## src/hw/gpx_consts.svh

```systemverilog
// Constants for the eight-bit I2C port expander
`ifndef GPX_CONSTS_SVH
`define GPX_CONSTS_SVH
// ----------------------------------------
// Command bytes (register select)
// ----------------------------------------
`define GPX_CMD_IN 8'h00
`define GPX_CMD_OUT 8'h01
`define GPX_CMD_POL 8'h02
`define GPX_CMD_CFG 8'h03
// ----------------------------------------
// Reset values and fields
// ----------------------------------------
`define GPX_OUT_RST 8'hff
`define GPX_POL_RST 8'h00
`define GPX_CFG_RST 8'hff
`define GPX_IN_RST 8'h00
`define GPX_ADDR_BASE 4'h4
`define GPX_RW_BIT 0
`define GPX_BITS_PER_BYTE 4'h8
// ----------------------------------------
// Timing
// ----------------------------------------
`define GPX_MCLK_KHZ 20000
`define GPX_SCL_MAX_KHZ 400
`define GPX_MCLK_PER_SCL (`GPX_MCLK_KHZ / `GPX_SCL_MAX_KHZ)
`endif

```

## src/hw/gpx_pkg.sv

```systemverilog
// Types shared by the port expander
package gpx_pkg;
    // Bus slave states, Gray coded along the usual path
    typedef enum logic [3:0] {
        GPX_IDLE = 4'h0,
        GPX_ADDR = 4'h1,
        GPX_AACK = 4'h3,
        GPX_CMD = 4'h2,
        GPX_CACK = 4'h6,
        GPX_WR = 4'h7,
        GPX_WACK = 4'h5,
        GPX_RD = 4'h4,
        GPX_RACK = 4'hc
    } gpx_state_t;

    // Pin drive: level and open-drain style enable (low = driven)
    typedef struct packed {
        logic [7:0] level;
        logic [7:0] oe_b;
    } gpx_drive_t;
endpackage

```

## src/hw/gpx_expander.sv

```systemverilog
// I2C-controlled eight-bit general-purpose I/O expander
//
// Contract
// RULE1: One eight-pin port, each pin input or output
// RULE2: Pin direction follows host-written configuration bit
// RULE3: Input and output values held in registers
// RULE4: Polarity bit inverts input value on read
// RULE5: Every register can be read back
// RULE6: Open-drain low interrupt when input differs stored
// RULE7: Reset loads defaults and clears bus state
// RULE8: All pins are inputs after reset
// RULE9: Three select pins set low address bits
// RULE10: Serial clock from zero to 400 kHz
// RULE11: Command byte selects register for data bytes
// RULE12: Interrupt clears on input read or return
`timescale 1ns/1ps
`include "gpx_consts.svh"
module gpx_expander #(
    parameter logic [3:0] ADDR_BASE = `GPX_ADDR_BASE
) (
    // Clock and reset
    input wire logic MCLK,
    input wire logic RST_B,
    // I2C bus
    input wire logic SCL_IN,
    input wire logic SDA_IN,
    output logic SDA_OUT,
    output logic SDA_OE_B,
    // Address select straps
    input wire logic ADDR_SELECT_BIT0,
    input wire logic ADDR_SELECT_BIT1,
    input wire logic ADDR_SELECT_BIT2,
    // Port pins
    input wire logic [7:0] GPIO_IN,
    output gpx_pkg::gpx_drive_t GPIO_DRV,
    // Interrupt, open drain
    output logic INT_OUT,
    output logic INT_OE_B
);
    import gpx_pkg::*;

    // ----------------------------------------
    // Synchronisers
    // ----------------------------------------
    logic scl_m, scl_s, scl_d, sda_m, sda_s, sda_d;
    logic [7:0] pin_m, pin_s;
    logic [2:0] asel_m, asel_s;

    // Every MCLK-side decision waits two flops; 50 cycles per bit at top rate
    always_ff @(posedge MCLK or negedge RST_B)
    begin
        if (!RST_B)
        begin
            {scl_m, scl_s, scl_d} <= 3'h7;
            {sda_m, sda_s, sda_d} <= 3'h7;
            pin_m <= 8'h00;
            pin_s <= 8'h00;
            asel_m <= 3'h0;
            asel_s <= 3'h0;
        end
        else
        begin
            {scl_m, scl_s, scl_d} <= {SCL_IN, scl_m, scl_s}; // RULE10
            {sda_m, sda_s, sda_d} <= {SDA_IN, sda_m, sda_s};
            pin_m <= GPIO_IN;
            pin_s <= pin_m;
            asel_m <= {ADDR_SELECT_BIT2, ADDR_SELECT_BIT1, ADDR_SELECT_BIT0};
            asel_s <= asel_m;
        end
    end

    // ----------------------------------------
    // Bus event decode
    // ----------------------------------------
    gpx_state_t st;
    logic [3:0] bitcnt;
    logic [7:0] rx, tx, cmd, in_reg;
    logic rw, nack;
    gpx_drive_t drv;
    logic [7:0] pol;

    wire scl_rise = scl_s & ~scl_d;
    wire scl_fall = ~scl_s & scl_d;
    wire start_c = scl_s & scl_d & sda_d & ~sda_s;
    wire stop_c = scl_s & scl_d & ~sda_d & sda_s;
    wire byte_done = (bitcnt == `GPX_BITS_PER_BYTE);
    wire rx_phase = (st == GPX_ADDR) || (st == GPX_CMD) || (st == GPX_WR) || (st == GPX_RD);
    wire addr_hit = (rx[7:1] == {ADDR_BASE, asel_s}); // RULE9
    wire wr_stb = scl_fall && (st == GPX_WR) && byte_done; // RULE11
    wire ld_rd = scl_fall && (((st == GPX_AACK) && rw) || ((st == GPX_RACK) && !nack));
    wire ld_in = ld_rd && (cmd == `GPX_CMD_IN);
    wire [7:0] pin_view = pin_s ^ pol; // RULE4
    wire [7:0] rd_val = (cmd == `GPX_CMD_IN) ? pin_view :
                        (cmd == `GPX_CMD_OUT) ? drv.level :
                        (cmd == `GPX_CMD_POL) ? pol :
                        (cmd == `GPX_CMD_CFG) ? drv.oe_b : 8'h00; // RULE5

    // ----------------------------------------
    // Bus slave state machine
    // ----------------------------------------
    always_ff @(posedge MCLK or negedge RST_B)
    begin
        if (!RST_B)
        begin
            st <= GPX_IDLE; // RULE7
            bitcnt <= 4'h0;
            rx <= 8'h00;
            tx <= 8'h00;
            cmd <= 8'h00;
            rw <= 1'b0;
            nack <= 1'b0;
            SDA_OE_B <= 1'b1;
        end
        else if (start_c)
        begin
            st <= GPX_ADDR;
            bitcnt <= 4'h0;
            SDA_OE_B <= 1'b1;
        end
        else if (stop_c)
        begin
            st <= GPX_IDLE;
            SDA_OE_B <= 1'b1;
        end
        else
        begin
            if (scl_rise && rx_phase)
            begin
                rx <= {rx[6:0], sda_s};
                bitcnt <= bitcnt + 4'h1;
            end
            if (scl_rise && (st == GPX_RACK))
                nack <= sda_s;
            if (scl_fall)
            begin
                unique case (st)
                    GPX_IDLE:
                        st <= GPX_IDLE;
                    GPX_ADDR:
                        if (byte_done)
                        begin
                            st <= addr_hit ? GPX_AACK : GPX_IDLE;
                            SDA_OE_B <= !addr_hit;
                            rw <= rx[`GPX_RW_BIT];
                        end
                    GPX_AACK, GPX_RACK:
                    begin
                        bitcnt <= 4'h0;
                        if (ld_rd)
                        begin
                            st <= GPX_RD;
                            tx <= rd_val;
                            SDA_OE_B <= rd_val[7];
                        end
                        else
                        begin
                            st <= (st == GPX_AACK) ? GPX_CMD : GPX_IDLE;
                            SDA_OE_B <= 1'b1;
                        end
                    end
                    GPX_CMD:
                        if (byte_done)
                        begin
                            cmd <= rx; // RULE11
                            st <= GPX_CACK;
                            SDA_OE_B <= 1'b0;
                        end
                    GPX_CACK, GPX_WACK:
                    begin
                        st <= GPX_WR;
                        bitcnt <= 4'h0;
                        SDA_OE_B <= 1'b1;
                    end
                    GPX_WR:
                        if (byte_done)
                        begin
                            st <= GPX_WACK;
                            SDA_OE_B <= 1'b0;
                        end
                    GPX_RD:
                        if (byte_done)
                        begin
                            st <= GPX_RACK;
                            SDA_OE_B <= 1'b1;
                        end
                        else
                        begin
                            tx <= {tx[6:0], 1'b0};
                            SDA_OE_B <= tx[6];
                        end
                    default:
                        st <= GPX_IDLE;
                endcase
            end
        end
    end

    // Open-drain lines only ever pull low
    assign SDA_OUT = 1'b0;
    assign INT_OUT = 1'b0;

    // ----------------------------------------
    // Port registers
    // ----------------------------------------
    always_ff @(posedge MCLK or negedge RST_B)
    begin
        if (!RST_B)
        begin
            drv.level <= `GPX_OUT_RST; // RULE7
            drv.oe_b <= `GPX_CFG_RST; // RULE8
            pol <= `GPX_POL_RST;
            in_reg <= `GPX_IN_RST;
        end
        else
        begin
            if (wr_stb && (cmd == `GPX_CMD_OUT))
                drv.level <= rx; // RULE3
            if (wr_stb && (cmd == `GPX_CMD_POL))
                pol <= rx;
            if (wr_stb && (cmd == `GPX_CMD_CFG))
                drv.oe_b <= rx; // RULE2
            if (ld_in)
                in_reg <= pin_s; // RULE12
        end
    end
    assign GPIO_DRV = drv; // RULE1

    // ----------------------------------------
    // Interrupt
    // ----------------------------------------
    logic [7:0] diff;
    genvar gi;
    generate
        for (gi = 0; gi < 8; gi++)
        begin : g_pin
            // Only pins set as inputs may raise the interrupt
            assign diff[gi] = drv.oe_b[gi] & (pin_s[gi] ^ in_reg[gi]); // RULE1
        end
    endgenerate

    always_ff @(posedge MCLK or negedge RST_B)
    begin
        if (!RST_B)
            INT_OE_B <= 1'b1;
        else
            INT_OE_B <= ~|diff; // RULE6
    end

    // ----------------------------------------
    // Checks
    // ----------------------------------------
    logic cfg_written;
    always_ff @(posedge MCLK or negedge RST_B)
    begin
        if (!RST_B)
            cfg_written <= 1'b0;
        else if (wr_stb && (cmd == `GPX_CMD_CFG))
            cfg_written <= 1'b1;
    end
endmodule // gpx_expander

```

## config.mk

```make
export PLATFORM = sky130hd
export DESIGN_NAME = gpx_expander
export DESIGN_NICKNAME = d
export VERILOG_FILES = /design/src/hw/gpx_pkg.sv /design/src/hw/gpx_expander.sv
export VERILOG_INCLUDE_DIRS = /design/src /design/src/hw
export SDC_FILE = /design/constraint.sdc
export NUM_CORES = 1
export LEC_CHECK = 0
export BUFFER_PORTS_ARGS = -buffer_cell sky130_fd_sc_hd__buf_2
export CAP_MARGIN = 20
export CORE_ASPECT_RATIO = 0.5
export CORE_MARGIN = 2
export CORE_UTILIZATION = 30
export CTS_CLUSTER_SIZE = 24
export DETAILED_ROUTE_END_ITERATION = 8
export GPL_ROUTABILITY_DRIVEN = 0
export PLACE_DENSITY_LB_ADDON = 0.12
export SLEW_MARGIN = 20
export SYNTH_ARGS = -nofsm -noshare
export SYNTH_HDL_FRONTEND = slang
export SYNTH_SLANG_ARGS = --single-unit
```

## constraint.sdc

```tcl
create_clock -name MCLK -period 2.7 [get_ports MCLK]
set_clock_uncertainty 0.1 [all_clocks]
set_input_delay 0.54 -clock MCLK [delete_from_list [all_inputs] [get_ports MCLK]]
set_output_delay 0.54 -clock MCLK [all_outputs]
set_load 0.05 [all_outputs]
```

Word-level counts from Yosys, hierarchy flattened

Cells that the tools add are included.

Bitwise operators: 30
Equal/unequal tests: 21
Reductions and logical operators: 34
$add $sub $neg: 1
Multiplexer cells: 31

Operator list:

| cell                                                             | number |
|---|---|
| 4-bit 2-to-1 mux                                                 | 12 |
| 8-bit 2-to-1 mux                                                 | 4 |
| 4-bit case mux with 6 select lines                               | 1 |
| 4-bit by 3-bit == test with 1-bit output (second input constant) | 4 |
| 8-bit by 2-bit == test with 1-bit output (second input constant) | 2 |
| 4-bit inequality test (second input constant)                    | 4 |
| 1-bit AND                                                        | 15 |
| 5-bit AND reduction                                              | 3 |
| 7-bit 2-to-1 mux                                                 | 2 |
| 7-bit case mux with 2 select lines                               | 1 |
| 1-bit logical AND                                                | 11 |
| 4-bit by 2-bit == test with 1-bit output (second input constant) | 2 |
| 4-bit == test (second input constant)                            | 2 |
| 8-bit by 1-bit == test with 1-bit output (second input constant) | 1 |
| 8-bit zero test                                                  | 1 |
| 8-bit OR reduction                                               | 1 |
| 1-bit XOR                                                        | 8 |
| 8-bit XOR                                                        | 1 |
| 7-bit by 6-bit == test with 1-bit output                         | 1 |
| 1-bit 2-to-1 mux                                                 | 7 |
| 7-bit nonzero test                                               | 1 |
| 2-bit inequality test (second input constant)                    | 3 |
| 1-bit inverter                                                   | 6 |
| 3-bit AND reduction                                              | 2 |
| 14 further kinds                                                 | 22 |

Bits in registers: 95
Bits of input ports: 15
Output and inout port bits: 20

Depth between registers and ports, before layout

Gate-level depths: netlist (run 1).

Word-level depth: 10
Depth in mapped cells: 8
Gate-level depth less buffers: 7

Worst setup path after synthesis (run 1)

OpenSTA, ideal clock, no wires.

Path type: register to register
Start point: register bitcnt[0]
End point: register pol[0]
Arrival: 1924 ps
Buffers on the path: 1
Slack: 552 ps
Data required time: 2475 ps
Stages on the path, launching flop included: 8
Library setup time: 125 ps
Cell sequence: dfrtp_1 -> inv_1 -> ha_1 -> and3b_1 -> clkbuf_1 -> nand2_1 -> nor4b_4 -> mux2_2

Cells in the longest elaborated chain, start to end: 3

RTL lines:

| element                 | RTL line            | text |
|---|---|---|
| start, declared         | gpx_expander.sv:76  | `logic [3:0] bitcnt;` |
| start signal, assigned  | gpx_expander.sv:130 | `bitcnt <= bitcnt + 4'h1;` |
| 4-bit == test (no line) | -                   |  |
| 1-bit logical AND       | gpx_expander.sv:89  | `wire wr_stb = scl_fall && (st == GPX_WR) && byte_done;` |
| 1-bit logical AND       | gpx_expander.sv:218 | `` if (wr_stb && (cmd == `GPX_CMD_POL)) `` |
| end signal, assigned    | gpx_expander.sv:211 | `` pol <= `GPX_POL_RST; `` |
| end signal, assigned    | gpx_expander.sv:219 | `pol <= rx;` |
| end, declared           | gpx_expander.sv:80  | `logic [7:0] pol;` |

Every way passes these cells.
A chain may end at the register's enable or synchronous reset.

Worst setup path in the final report (run 1)

Start point: register rx[4]
End point: register SDA_OE_B

Cells in the longest elaborated chain, start to end: 7

RTL lines:

| element                                  | RTL line            | text |
|---|---|---|
| start, declared                          | gpx_expander.sv:77  | `logic [7:0] rx, tx, cmd, in_reg;` |
| start signal, assigned                   | gpx_expander.sv:129 | `rx <= {rx[6:0], sda_s};` |
| 7-bit by 6-bit == test with 1-bit output | gpx_expander.sv:88  | `wire addr_hit = (rx[7:1] == {ADDR_BASE, asel_s});` |
| 1-bit zero test                          | gpx_expander.sv:143 | `SDA_OE_B <= !addr_hit;` |
| 1-bit 2-to-1 mux                         | gpx_expander.sv:140 | `if (byte_done)` |
| 1-bit case mux with 5 select lines       | gpx_expander.sv:136 | `unique case (st)` |
| 1-bit 2-to-1 mux                         | gpx_expander.sv:134 | `if (scl_fall)` |
| 1-bit 2-to-1 mux                         | gpx_expander.sv:120 | `else if (stop_c)` |
| 1-bit 2-to-1 mux                         | gpx_expander.sv:114 | `else if (start_c)` |
| end signal, assigned                     | gpx_expander.sv:143 |  |
| end signal, assigned                     | gpx_expander.sv:153 | `SDA_OE_B <= rd_val[7];` |
| end signal, assigned                     | gpx_expander.sv:189 | `SDA_OE_B <= tx[6];` |
| end, declared                            | gpx_expander.sv:28  | `output logic SDA_OE_B,` |

Every way passes these cells. The select of a mux whose other input is x is not followed.

==> results of run 1 <==
[metal layers]
metal	track usage	wire (um)	vias to the layer above
li1	-	-	1390
met1	0.194	5060	1466
met2	0.214	4480	66
met3	0.0315	360	7
met4	0.0356	91	0
met5	0	0	-
[layout make-up]
cell class	instances	area, sq um	share of cell area
Clock inverter	7	81.3	0.0159
Timing Repair Buffer	44	265	0.0520
Sequential cell	95	2410	0.472
Tap cell	198	248	0.0486
Inverter	7	26.3	0.00515
Multi-Input combinational cell	252	1850	0.362
Clock buffer	9	225	0.0442
[layout by cell type, fill, tap and decap left out, types with 10 or more instances in the layout]
cell,n
dfrtp_1,71
o21ai_0,11
a22oi_1,11
buf_2,31
buf_4,12
nor2_1,20
nor2b_1,10
mux2_2,48
nand2_1,41
dfstp_2,24
a21oi_1,17
xor2_1,14
[where the power goes]
group	total [W]	switching (W)	internal, W
registers	0.00154	0.0000640	0.00147
logic	0.000164	0.000101	0.0000632
clock network	0.00128	0.000622	0.000661
total	0.00299	0.000787	0.00220
[worst max-delay path: stages (launching register included)]
cell,delay (ns)
dfrtp_1,0.48
or4b_1,0.59
nor4_2,0.55
o221ai_1,0.20
nor3_1,0.25
mux2i_1,0.11
[metrics by stage]
stage,total power [W],utilization
4_1_cts,0.00303,0.355
5_1_grt,0.00314,0.355
3_3_place_gp,0.00172,0.334
6_report,0.00299,0.355
2_1_floorplan,0.00164,-
3_5_place_dp,0.00173,0.334
[worst max path at each step]
stage,start,cells after the start,slack [ns],to
after detailed placement,rx[4],5,0.12,SDA_OE_B
after CTS,rx[4],5,0.07,SDA_OE_B
final,rx[4],5,0.33,SDA_OE_B
after floorplan,bitcnt[0],7,0.55,pol[0]
after global routing,cmd[7],5,0.06,GPIO_DRV[9]
after global placement,rx[4],5,0.19,SDA_OE_B
[logic make-up (layout without fill, tap and decap cells)]
family | after synthesis | count (layout) | synth area share
simple gates | 109 | 109 | 0.132
flops | 95 | 95 | 0.551
compound gates | 65 | 65 | 0.102
mux | 51 | 51 | 0.131
buf+inv | 27 | 67 | 0.0289
xor+xnor | 23 | 23 | 0.0492
fa+ha+maj | 2 | 2 | 0.00572
other cells | 1 | 2 | 0.000858
==> impl_metrics.yaml, run 1 <==
outcome:
  outcome: "finished, final reports clean"
sta:
  rsz0062_at_grt: "no"
  period_share: 0.877
  setup-tns-final_ns: 0
  worst_slack_ns: 0.331
  min_period_ns: 2.37
  slew_violations: 0
  slew_headroom: 0.372
  whs_ns: 0.106
  finalSetupViolCount: 0
  tightestPinTransition_ns: 0.942
  max_freq_ghz: 0.422
  finalHoldViolCount: 0
clock_network:
  clkSinkCount: 95
  root_buffer: "clkbuf_16"
  clkTransAtPathRegs_ns: 0.08
  cts_resized: 0
  clk-insertion-delay-late_ns: 0.35
  htreeDepth: 3
  cts_hold_buf: 0
  numCtsBuffers: 9
  postCtsSetupBuffers: 0
  cts_buffer_depth: 2
  cts_tree: "done"
floorplanning:
  rows: 31
  io_pins: 35
  die_height_um: 89.4
  fp.dieW_um: 175
  start_util: 0.305
  core_area_sq_um: 14400
  design.die.area_sq_um: 15600
layout:
  n_antenna_cell: 0
  area_delta_synth_final_pct: 16.7
  final_layout_size_suffix_gt1_frac: 0.345
  instances_no_fill: 612
  final_area_sq_um: 5100
  fill_cells: 1433
  largest_reg_flops: 16
  finalNetCount: 426
logic_synthesis:
  syn_inst: 373
  yosysMostFrequentCell: "dfrtp_1"
  yosysUniqueCellTypes: 54
  yosysSeqAreaShare: 0.551
  synth_top_area_share: 0.406
  synth_top_area_cell: "dfrtp_1"
  synth_area_leaders: "dfrtp_1 41%, dfstp_2 14%, mux2_2 12%, nand2_1 3.5%, xor2_1 2.8%"
  synth_edf_count: 0
  yosysWarnings: 0
  async_reset_ff_frac: 1.00
  synth_commonest_cells: "71 x dfrtp_1, 48 x mux2_2, 41 x nand2_1, 24 x dfstp_2, 20 x nor2_1"
  synth_ff_type: "dfrtp_1"
  ys_ff_latch: 95
  avgSynthCellArea_sq_um: 11.7
  syn_area_sq_um: 4370
placement:
  post-place-cells: 596
  post-place-ws_ns: 0.120
  postPlaceCellArea_sq_um: 4790
  place.detailed.hpwl_um: 7120
  portBuffers: 32
critical_path:
  r2r_slack_ns: 0.33
  r2r-end: "SDA_OE_B"
  start_kind: "flip-flop"
  required_ns: 2.85
  end_kind: "flip-flop"
  r2r_cells: 5
  timing.rr.start: "rx[4]"
  worst-path-max-fanout: 7
  cp.arrival_ns: 2.52
  path_class: "flip-flop to flip-flop"
power:
  p_leak_nw: 2.31
  p_per_area_nw_per_um2: 585
  max-vdd-ir-drop_v: 0.000305
route:
  drt_iter0_markers: 107
  wirelength_um: 9990
  first_pass_iters: 4
  vias: 2929
  drc_errors: 0
  wl_per_cell_um: 16.3
  avgViaCountPerCell: 4.79
  postRouteAntennaNets: 0
global_route:
  track_usage: 0.137
  grt_pass1_vias: 2946
  grt_pass1_wl_um: 16300
  grt_max_degree: 47
  antenna_found_initial: 0
  grt.overflow.total: 0
job:
  maxCapViolations: 0
min_path:
  hold_class: "primary input to asynchronous set/reset pin"
Power figures use the tool's default switching activity.
==> inputs of run 2 (changes only) <==
==> constraint.sdc (replaced) <==
create_clock -name MCLK -period 2.74 [get_ports MCLK]
set_clock_uncertainty 0.1 [all_clocks]
set_input_delay 0.137 -clock MCLK [delete_from_list [all_inputs] [get_ports MCLK]]
set_output_delay 0.137 -clock MCLK [all_outputs]
set_load 0.05 [all_outputs]
==> impl_metrics.yaml, run 2 (synthesis gave the netlist of run 1 again) <==
critical_path:
  path_class: "flip-flop to flip-flop"
  path_buf_inv: 0
  crit_path_top_delay_cell: "or4b_1"
  required_ns: 2.89
  critPathTopFamily: "simple AND/OR/NAND/NOR gates"
  cp.arrival_ns: 2.55
  timing.rr.start: "rx[4]"
  start_kind: "flip-flop"
  end_kind: "flip-flop"
  critPathMaxStageDelay_ns: 0.63
  worst-path-max-fanout: 7
  path_depth: 5
  r2r_slack_ns: 0.34
  worstPathCellList: "or4b_1 > nor4_4 > o221ai_1 > nor3_1 > mux2i_1"
  r2r_cells: 5
  r2r-end: "SDA_OE_B"
placement:
  postPlaceCellArea_sq_um: 4780
  post-place-cells: 595
  portBuffers: 32
  post-place-ws_ns: -0.0664
  place.detailed.hpwl_um: 7160
sta:
  rsz0062_at_grt: "no"
  worst_slack_ns: 0.337
  whs_ns: 0.242
  finalSetupViolCount: 0
  tightestPinTransition_ns: 0.927
  finalHoldViolCount: 0
  slew_headroom: 0.382
  period_share: 0.877
  min_period_ns: 2.40
  max_freq_ghz: 0.416
  slew_violations: 0
  setup-tns-final_ns: 0
clock_network:
  clk-insertion-delay-late_ns: 0.35
  cts_tree: "done"
  root_buffer: "clkbuf_16"
  numCtsBuffers: 9
  htreeDepth: 3
  cts_buffer_depth: 2
  clkTransAtPathRegs_ns: 0.07
  postCtsSetupBuffers: 0
  clkSinkCount: 95
route:
  first_pass_iters: 4
  vias: 2945
  postRouteAntennaNets: 0
  wirelength_um: 10000
  drt_iter0_markers: 136
  avgViaCountPerCell: 4.71
  wl_per_cell_um: 16.1
  drc_errors: 0
layout:
  final_area_sq_um: 5250
  n_antenna_cell: 0
  final_layout_size_suffix_gt1_frac: 0.333
  fill_cells: 1420
  largest_reg_flops: 16
  final_common_cell: "dfrtp_1"
  area_delta_synth_final_pct: 20.0
  finalNetCount: 439
  final_cell_mix: "71 x dfrtp_1, 48 x mux2_2, 41 x nand2_1, 31 x buf_2, 24 x dfstp_2"
  instances_no_fill: 625
power:
  max-vdd-ir-drop_v: 0.000247
  p_leak_nw: 2.36
  p_seq_frac: 0.510
  internal-power_w: 0.00218
  power_frac_comb: 0.061
  p_per_area_nw_per_um2: 564
  p_sw_w: 0.000782
  sw_frac_of_total: 0.264
  pwr-share-clk: 0.429
floorplanning:
  fp.dieW_um: 175
  start_util: 0.305
  die_height_um: 89.4
  rows: 31
  design.die.area_sq_um: 15600
  core_area_sq_um: 14400
  io_pins: 35
global_route:
  grt_pass1_vias: 2972
  grt.overflow.total: 0
  grt_pass1_wl_um: 16400
  grt_max_degree: 47
  antenna_found_initial: 0
  track_usage: 0.139
min_path:
  hold_class: "primary input to asynchronous set/reset pin"
job:
  maxCapViolations: 0
outcome:
  outcome: "finished, final reports clean"
[run 2: changes by cell type in the layout (fill, tap and decap cells not counted), sizes merged]
cell / delta
buf: -1
dlygate4sd3: +14
clkinv: -1
clkinvlp: +1
[run 2: worst max path at each step]
stage	from	end
final	rx[4]	SDA_OE_B
after global routing	rx[4]	SDA_OE_B
after CTS	rx[4]	SDA_OE_B
after detailed placement	rx[4]	SDA_OE_B
after global placement	rx[4]	SDA_OE_B
after floorplan	bitcnt[0]	pol[0]
[run 2: cell type report]
cell class | count | area [sq um] | area share
timing repair buffer | 57 | 398 | 0.0758
inverter | 7 | 26.3 | 0.00501
multi-input combinational | 252 | 1860 | 0.354
tap | 198 | 248 | 0.0472
clock inverter | 7 | 85.1 | 0.0162
sequential | 95 | 2410 | 0.459
clock buffer | 9 | 225 | 0.0429
[run 2: routing by layer]
metal / vias to the layer above / global-route usage / wire [um]
li1: 1412 / - / -
met4: 0 / 0.0379 / 117
met1: 1435 / 0.192 / 4830
met2: 85 / 0.221 / 4590
met3: 13 / 0.0336 / 505
met5: - / 0 / 0
[run 2: what timing repair did]
action,in CTS,in global routing
pin swaps,0,0
gates resized for setup,1,1
endpoints found under the setup margin,1,1
hold endpoints to repair,53,0
hold buffers,14,0
[run 2: power groups by stage]
stage | combinational (W) | sequential, W | clock [W]
finish | 0.000180 | 0.00151 | 0.00127
global route | 0.000210 | 0.00152 | 0.00138
CTS | 0.000179 | 0.00151 | 0.00132
detailed placement | 0.000162 | 0.00154 | 0
global placement | 0.000158 | 0.00154 | 0
floorplan | 0.0000981 | 0.00152 | 0
[run 2: metrics by stage]
stage / total power [W] / util
finish: 0.00296 / 0.366
global route: 0.00311 / 0.366
CTS: 0.00301 / 0.365
detailed placement: 0.00170 / 0.333
global placement: 0.00169 / 0.333
floorplan: 0.00161 / -
[run 2: worst reg2reg max path: stages (launching register included)]
cell and delay (ns):
dfrtp_1 0.48, or4b_1 0.63, nor4_4 0.48, o221ai_1 0.19, nor3_1 0.31, mux2i_1 0.12
